$ cat config.mk
export PLATFORM = sky130hd
export DESIGN_NAME = pdg_gate
export DESIGN_NICKNAME = d
export VERILOG_FILES = /design/src/pdg_pkg.sv /design/src/pdg_gate.sv /design/src/pdg_sync.sv
export SDC_FILE = /design/constraint.sdc
export NUM_CORES = 1
export LEC_CHECK = 0
export BUFFER_PORTS_ARGS = -buffer_cell sky130_fd_sc_hd__buf_4
export CAP_MARGIN = 20
export CORE_UTILIZATION = 30
export CTS_CLUSTER_SIZE = 25
export DETAILED_ROUTE_END_ITERATION = 6
export GPL_TIMING_DRIVEN = 0
export MAX_ROUTING_LAYER = met4
export PLACE_DENSITY_LB_ADDON = 0.08
export SETUP_SLACK_MARGIN = 0.3
export SLEW_MARGIN = 20
export SYNTH_ARGS = -nofsm -noshare
export SYNTH_HDL_FRONTEND = slang
export SYNTH_SLANG_ARGS = --single-unit
export TNS_END_PERCENT = 20
$ cat constraint.sdc
create_clock -name i_clock -period 1.5 [get_ports i_clock]
set_input_delay 0.3 -clock i_clock [delete_from_list [all_inputs] [get_ports i_clock]]
set_output_delay 0.3 -clock i_clock [all_outputs]
set_load 0.005 [all_outputs]
$ cat src/pdg_pkg.sv
// constants and types for the power-down entry gate
`default_nettype none
package pdg_pkg;
	// wake source select encodings
	localparam logic pdg_wake_nmi = 1'b0;
	localparam logic pdg_wake_port2 = 1'b1;
	// default port 2 wake pin count
	localparam int pdg_port2_width = 16;
	// synchroniser depth for pin inputs
	localparam int pdg_sync_depth = 3;
	// gate states, gray coded along running -> quasi idle -> power down
	typedef enum logic [1:0] {
		pdg_run_s = 2'b00,
		pdg_quasi_s = 2'b01,
		pdg_down_s = 2'b11
	} pdg_state_t;
endpackage
`default_nettype wire

$ cat src/pdg_gate.sv
// power-down entry gate: accept, ignore or quasi-idle decision
`timescale 1ns/1ps
`default_nettype none
module pdg_gate
	import pdg_pkg::*;
#(
	parameter int P2W = pdg_port2_width
) (
	// clock and reset
	input wire logic i_clock,
	input wire logic i_reset,
	// instruction decode side
	input wire logic i_power_down_request,
	input wire logic i_next_fetch_external,
	input wire logic i_prev_write_external,
	input wire logic i_bus_multiplexed,
	input wire logic i_tristate_wait_control_bit,
	// configuration
	input wire logic i_wake_source_select_bit,
	input wire logic [P2W-1:0] i_port2_exit_enable,
	input wire logic [P2W-1:0] i_port2_active_high,
	// pins
	input wire logic i_nmi_pin,
	input wire logic [P2W-1:0] i_port2_pin,
	// watchdog
	input wire logic i_watchdog_overflow,
	// status outputs
	output logic o_power_down,
	output logic o_quasi_idle,
	output logic o_fetch_stall,
	output logic o_interrupt_block,
	output logic o_request_ignored,
	output logic o_watchdog_reset
);
	// state, next values and synced pin levels
	pdg_state_t state;
	pdg_state_t next_state;
	logic next_ignored;
	logic next_wd_reset;
	logic next_power_down;
	logic next_quasi_idle;
	logic next_fetch_stall;
	logic next_interrupt_block;
	logic nmi_level;
	logic [P2W-1:0] port2_level;
	logic wake_active;
	logic quasi_case;

	// pins cross into the cpu clock through three stages
	pdg_sync #(.WIDTH(1)) u_nmi_sync (
		.i_clock(i_clock),
		.i_reset(i_reset),
		.i_pin(i_nmi_pin),
		.i_init(1'b0),
		.o_level(nmi_level)
	);
	pdg_sync #(.WIDTH(P2W)) u_p2_sync (
		.i_clock(i_clock),
		.i_reset(i_reset),
		.i_pin(i_port2_pin),
		.i_init('0),
		.o_level(port2_level)
	);

	// wake source active decision from the selected source
	// a port 2 pin counts only when enabled and at its active level
	function automatic logic wake_src(input logic sel, input logic nmi,
			input logic [P2W-1:0] lvl, input logic [P2W-1:0] en,
			input logic [P2W-1:0] hi);
		logic [P2W-1:0] act;
		act = ~(lvl ^ hi) & en;
		if (sel == pdg_wake_nmi) begin
			wake_src = nmi;
		end else begin
			wake_src = |act;
		end
	endfunction

	assign wake_active = wake_src(i_wake_source_select_bit, nmi_level, port2_level,
		i_port2_exit_enable, i_port2_active_high);
	// quasi-idle hazard: fetch stalls instead of an ignore or a clean entry
	assign quasi_case = i_next_fetch_external &&
		((i_bus_multiplexed && !i_tristate_wait_control_bit)
		|| i_prev_write_external);

	// next state of the gate
	always_comb begin
		next_state = state;
		next_ignored = 1'b0;
		// overflow pulse passes on except in power-down
		next_wd_reset = i_watchdog_overflow && (state != pdg_down_s);
		case (state)
			pdg_run_s: begin
				if (i_power_down_request) begin
					// hazard case wins over an ignore when both apply
					if (wake_active && !quasi_case) begin
						next_ignored = 1'b1;
					end else if (quasi_case) begin
						next_state = pdg_quasi_s;
					end else begin
						next_state = pdg_down_s;
					end
				end
			end
			pdg_quasi_s: begin
				if (i_watchdog_overflow) begin
					next_state = pdg_run_s;
				end else if (!nmi_level) begin
					next_state = pdg_down_s;
				end
			end
			pdg_down_s: begin
				// no wake path here, left only by reset
				next_state = pdg_down_s;
			end
			default: begin
				next_state = pdg_run_s;
			end
		endcase
		// status follows the state being entered
		next_power_down = (next_state == pdg_down_s);
		next_quasi_idle = (next_state == pdg_quasi_s);
		next_fetch_stall = (next_state != pdg_run_s);
		next_interrupt_block = (next_state == pdg_quasi_s);
	end

	// register state and outputs
	always_ff @(posedge i_clock) begin
		if (i_reset) begin
			state <= pdg_run_s;
			o_power_down <= 1'b0;
			o_quasi_idle <= 1'b0;
			o_fetch_stall <= 1'b0;
			o_interrupt_block <= 1'b0;
			o_request_ignored <= 1'b0;
			o_watchdog_reset <= 1'b0;
		end else begin
			state <= next_state;
			o_power_down <= next_power_down;
			o_quasi_idle <= next_quasi_idle;
			o_fetch_stall <= next_fetch_stall;
			o_interrupt_block <= next_interrupt_block;
			o_request_ignored <= next_ignored;
			o_watchdog_reset <= next_wd_reset;
		end
	end

	// checks
	chk_ignore_nmi: assert property (@(posedge i_clock) disable iff (i_reset)
		(state == pdg_run_s && i_power_down_request && !i_wake_source_select_bit
		&& nmi_level && !quasi_case) |=> o_request_ignored && !o_power_down)
		else $error("request not ignored with wake pin high");
	chk_ignore_port2: assert property (@(posedge i_clock) disable iff (i_reset)
		(state == pdg_run_s && i_power_down_request && i_wake_source_select_bit
		&& |(~(port2_level ^ i_port2_active_high) & i_port2_exit_enable)
		&& !quasi_case) |=> o_request_ignored && !o_power_down)
		else $error("request not ignored with port 2 pin active");
	chk_enter_down: assert property (@(posedge i_clock) disable iff (i_reset)
		(state == pdg_run_s && i_power_down_request && !wake_active && !quasi_case)
		|=> o_power_down && !o_quasi_idle)
		else $error("power-down not entered");
	chk_quasi_mux: assert property (@(posedge i_clock) disable iff (i_reset)
		(state == pdg_run_s && i_power_down_request && i_next_fetch_external
		&& i_bus_multiplexed && !i_tristate_wait_control_bit)
		|=> o_quasi_idle && o_fetch_stall)
		else $error("quasi idle not entered on mux wait bus");
	chk_quasi_write: assert property (@(posedge i_clock) disable iff (i_reset)
		(state == pdg_run_s && i_power_down_request && i_next_fetch_external
		&& i_prev_write_external) |=> o_quasi_idle)
		else $error("quasi idle not entered after external write");
	chk_quasi_block: assert property (@(posedge i_clock) disable iff (i_reset)
		o_quasi_idle |-> o_interrupt_block && o_fetch_stall && !o_power_down)
		else $error("interrupts not blocked in quasi idle");
	chk_quasi_wdog: assert property (@(posedge i_clock) disable iff (i_reset)
		(o_quasi_idle && i_watchdog_overflow) |=> o_watchdog_reset && !o_quasi_idle)
		else $error("watchdog reset missing in quasi idle");
	chk_quasi_exit: assert property (@(posedge i_clock) disable iff (i_reset)
		(state == pdg_quasi_s && !nmi_level && !i_watchdog_overflow)
		|=> o_power_down ##1 o_power_down)
		else $error("quasi idle did not reach power-down");
	chk_run_idle: assert property (@(posedge i_clock) disable iff (i_reset)
		(state == pdg_run_s && !i_power_down_request) |=> !$rose(o_power_down)
		&& !o_request_ignored)
		else $error("decision without request pulse");
	// sticky, quiet and hold checks
	chk_down_sticky: assert property (@(posedge i_clock) disable iff (i_reset)
		o_power_down |=> o_power_down)
		else $error("power-down left without reset");
	chk_refused_quiet: assert property (@(posedge i_clock) disable iff (i_reset)
		(state != pdg_run_s && i_power_down_request) |=> !o_request_ignored)
		else $error("request outside run state answered");
	chk_wdog_quiet: assert property (@(posedge i_clock) disable iff (i_reset)
		!i_watchdog_overflow |=> !o_watchdog_reset)
		else $error("watchdog reset without overflow");
	chk_down_no_wdog: assert property (@(posedge i_clock) disable iff (i_reset)
		(o_power_down && i_watchdog_overflow) |=> !o_watchdog_reset)
		else $error("watchdog reset during power-down");
	chk_ignore_running: assert property (@(posedge i_clock) disable iff (i_reset)
		o_request_ignored |-> !o_fetch_stall && !o_power_down && !o_quasi_idle)
		else $error("ignored request did not keep running");
	chk_quasi_hold: assert property (@(posedge i_clock) disable iff (i_reset)
		(state == pdg_quasi_s && nmi_level && !i_watchdog_overflow)
		|=> o_quasi_idle && !o_power_down)
		else $error("quasi idle left with wake pin high");

	// main scenarios reached
	cov_ignored: cover property (@(posedge i_clock) disable iff (i_reset)
		o_request_ignored);
	cov_down: cover property (@(posedge i_clock) disable iff (i_reset)
		$rose(o_power_down) && $past(state) == pdg_run_s);
	cov_quasi_down: cover property (@(posedge i_clock) disable iff (i_reset)
		o_quasi_idle ##1 o_power_down);
	cov_quasi_wdog: cover property (@(posedge i_clock) disable iff (i_reset)
		o_quasi_idle ##1 o_watchdog_reset);
	cov_p2_ignore: cover property (@(posedge i_clock) disable iff (i_reset)
		o_request_ignored && i_wake_source_select_bit);
endmodule // pdg_gate
`default_nettype wire

$ cat src/pdg_sync.sv
// three-stage pin synchroniser with agreement filter
`timescale 1ns/1ps
`default_nettype none
module pdg_sync #(
	parameter int WIDTH = 1
) (
	// clock and reset
	input wire logic i_clock,
	input wire logic i_reset,
	// raw pin levels and reset value
	input wire logic [WIDTH-1:0] i_pin,
	input wire logic [WIDTH-1:0] i_init,
	// filtered level
	output logic [WIDTH-1:0] o_level
);
	logic [WIDTH-1:0] stage1;
	logic [WIDTH-1:0] stage2;
	logic [WIDTH-1:0] stage3;
	logic [WIDTH-1:0] next_level;

	// change taken only when stage two and three agree
	always_comb begin
		next_level = o_level;
		for (int b = 0; b < WIDTH; b++) begin
			if (stage2[b] == stage3[b]) begin
				next_level[b] = stage3[b];
			end
		end
	end

	// shift stages, reset value comes from a constant tie at the parent
	always_ff @(posedge i_clock) begin
		if (i_reset) begin
			stage1 <= i_init;
			stage2 <= i_init;
			stage3 <= i_init;
			o_level <= i_init;
		end else begin
			stage1 <= i_pin;
			stage2 <= stage1;
			stage3 <= stage2;
			o_level <= next_level;
		end
	end
endmodule // pdg_sync
`default_nettype wire

==> results.tsv <==
metric	value	unit
diodes	0	
maxSlewViolCount	0	
post-place-ws	-329	ps
placementRows	32	
cts_root_buf	clkbuf_8	
violations	negative setup slack	
htree_num_levels	3	
clockBufferDepth	2	
finalCriticalPeriod	1610	ps
clkSlewWorstSetupHoldPaths	80	ps
hold_path_class	primary input to flip-flop	
grt_overflow	0	
routed_wl	4.90	mm
r2r-start	u_p2_sync.o_level[0]	
grt_pass1_wl	7.87	mm
critical_path.cell_chain	xnor2_1 -> a22oi_2 -> nand4_1 -> or2_1 -> a221oi_2	
n_fill_cell	818	
drive_gt1_share	27.6	%
antenna_found_initial	0	
crit_type	flip-flop to flip-flop	
critPathCaptureType	flip-flop	
hold_end	u_p2_sync.stage1[7]	
crit_buf_inv	0	
fp.dieW	92.6	um
r2r_setup_slack	-110	ps
cts_inserted_buffers	9	
cp_slowest_cell	dfxtp_2	
holdWs	167	ps
multi_input_area	948	um2
power_density	1200	nW/um2
layoutNonFillerInstCount	421	
setup_viol	2	
start_kind	flip-flop	
syn_nets	298	
busiest_layer	met2	
dp_cells	404	
grt_max_degree	14	
clock.fmax	621	MHz
syn_avg_cell_area	10.3	um2
io_buffers	62	
yosysSeqAreaShare	60.9	%
use_met3	5.17	%
routedWlPerCell	11.6	um
fin_crit_sh	107	%
insertion_delay	330	ps
via_count	1816	
max_stage_delay	340	ps
tightest_slew	644	ps
netlist_area	2460	um2
cp_top_family	simple AND/OR/NAND/NOR gates	
critPathArrivalTime	1860	ps
cp.required	1750	ps
fin_skew	5.67	ps
r2r_end	o_fetch_stall	
critPathMaxFanout	3	
ioPinCount	64	
regArea	1500	um2
postCtsHoldBufs	0	
die_height	92.6	um
p_leak	1.28	nW
met1_usage	14.1	%
worst_slack	-110	ps
drc	0	
start_util	31.4	%
status	finished, violations left	
grt_setup_unrepaired	true	
hold_path_depth	2	
synth_cell_types	24	
die_area	8580	um2
peakVddDrop	0.000632	V
tritoncts	built	
syn_inst	240	
rr_worst_depth	5	
drt-vias-per-instance	4.31	
hold_viol_final	0	
nNetsFinal	372	
power	0.00397	W
grt_pass1_vias	1653	
syn_to_final_growth	34.8	%
track_usage	12.7	%
routabilityCongestion	0.759	
cts_sinks	75	
ys_ff_latch	75	
slew_headroom	57.1	%
hpwl	3.46	mm
critPathLaunch	u_p2_sync.o_level[0]	
min_from	i_port2_pin[7]	
cap_violations	0	
first_pass_iters	4	
yosys_warnings	0	
postRouteAntennaNets	0	
core_region_area	7850	um2
drt_iter0_drc	93	
final_core_utilization	42.3	%
grt_use_met2	21.1	%
-- worst register-to-register path, delay by kind of cell (launching register included) --
kind	cells	cell delay [ps]
compound gates	2	470
xor+xnor	1	130
simple gates	2	580
flops	1	340
-- placed cells by master, fill, tap and decap left out --
| cell type | count |
|---|---|
| buf_6 | 2 |
| or2_1 | 1 |
| clkbuf_8 | 11 |
| a221oi_2 | 2 |
| nor3_1 | 2 |
| a22oi_2 | 3 |
| nor2b_1 | 52 |
| dfxtp_2 | 2 |
| nand2b_1 | 2 |
| nor2_1 | 1 |
| and3_1 | 1 |
| buf_1 | 2 |
| clkinvlp_4 | 3 |
| a22oi_1 | 5 |
| nor3b_1 | 1 |
| o21ai_0 | 21 |
| clkbuf_1 | 6 |
| nand2_1 | 19 |
| dfxtp_1 | 73 |
| buf_4 | 62 |
| nand3_1 | 1 |
| a21oi_1 | 19 |
| clkinv_4 | 1 |
| nand4_1 | 2 |
| a211oi_1 | 1 |
| o21a_1 | 2 |
| inv_1 | 3 |
| bufinv_16 | 1 |
| xnor2_1 | 16 |
| nor4_2 | 1 |
| o31ai_1 | 1 |
-- synth_stat cells, drive strengths merged --
cell | instances | share of area (%)
a22oi | 8 | 2.4
o31ai | 1 | 0.30
nand2b | 2 | 0.51
nor3 | 2 | 0.41
clkbuf | 6 | 0.91
dfxtp | 75 | 61
nand3 | 1 | 0.20
o21a | 2 | 0.61
or2 | 1 | 0.25
nor3b | 1 | 0.30
nor4 | 1 | 0.25
xnor2 | 16 | 5.7
nand2 | 19 | 2.9
nand4 | 2 | 0.51
nor2 | 1 | 0.15
o21ai | 21 | 4.3
a21oi | 19 | 3.9
a211oi | 1 | 0.30
a221oi | 2 | 0.71
inv | 3 | 0.46
nor2b | 52 | 13
and3 | 1 | 0.25
buf | 3 | 0.61
-- cell type report --
cell class	instances	area share (%)
Buffer	9	1.24
Tap cell	102	3.84
Clock inverter	5	1.85
Multi-Input combinational cell	153	28.5
Inverter	3	0.339
Timing Repair Buffer	63	14.4
Sequential cell	75	45.3
Clock buffer	11	4.56
-- per-stage QoR --
| step | area [um2] | setup TNS (ps) |
|---|---|---|
| 2_1_floorplan | 2460 | 0 |
| 3_3_place_gp | 3060 | -1410 |
| 3_5_place_dp | 3060 | -1240 |
| 4_1_cts | 3300 | -462 |
| 5_1_grt | 3320 | -539 |
| 6_report | 3320 | -216 |
-- power by group --
group          internal [W]  switching (W)
sequential          0.00206      0.0000246
combinational      0.000184       0.000123
clock              0.000861       0.000724
-- cells by family (layout without fill, tap and decap cells) --
group,after synthesis,in the layout,share of synthesized area [%]
AO/OA/AOI/OAI,54,54,12.5
buffers and inverters,12,91,1.98
flip-flops,75,75,60.9
XOR/XNOR,16,16,5.69
AND/OR/NAND/NOR,83,83,18.9
-- worst max path at each step --
stage,to,slack (ps),cells after the start
after floorplan,o_fetch_stall,200,5
after global placement,o_fetch_stall,-350,6
after detailed placement,o_fetch_stall,-330,6
after CTS,state[0],-120,5
after global routing,state[0],-200,5
final,o_fetch_stall,-110,5
-- registers in the layout, indices dropped and copies added, names as in the netlist --
register and cells:
u_nmi_sync.stage3 1, u_p2_sync.stage2 16, o_watchdog_reset 1, u_p2_sync.stage3 16, o_interrupt_block 1, u_nmi_sync.stage1 1
u_p2_sync.stage1 16, u_nmi_sync.o_level 1, o_power_down 1, u_p2_sync.o_level 16, u_nmi_sync.stage2 1, state 2
o_fetch_stall 1, o_request_ignored 1
-- routing by layer --
layer	share of wire [%]	vias to the layer above
met5	0	-
met4	0.84	0
met3	5.3	4
met2	50	41
met1	43	825
li1	-	946
-- what timing repair did --
action / CTS / global route
buffers inserted: 1 / 0
pin swaps: 3 / 5
gates resized for setup: 6 / 4
hold endpoints to repair: 0 / 0
setup endpoints to repair: 6 / 7
Note: power is estimated with default switching activity, not from simulation.
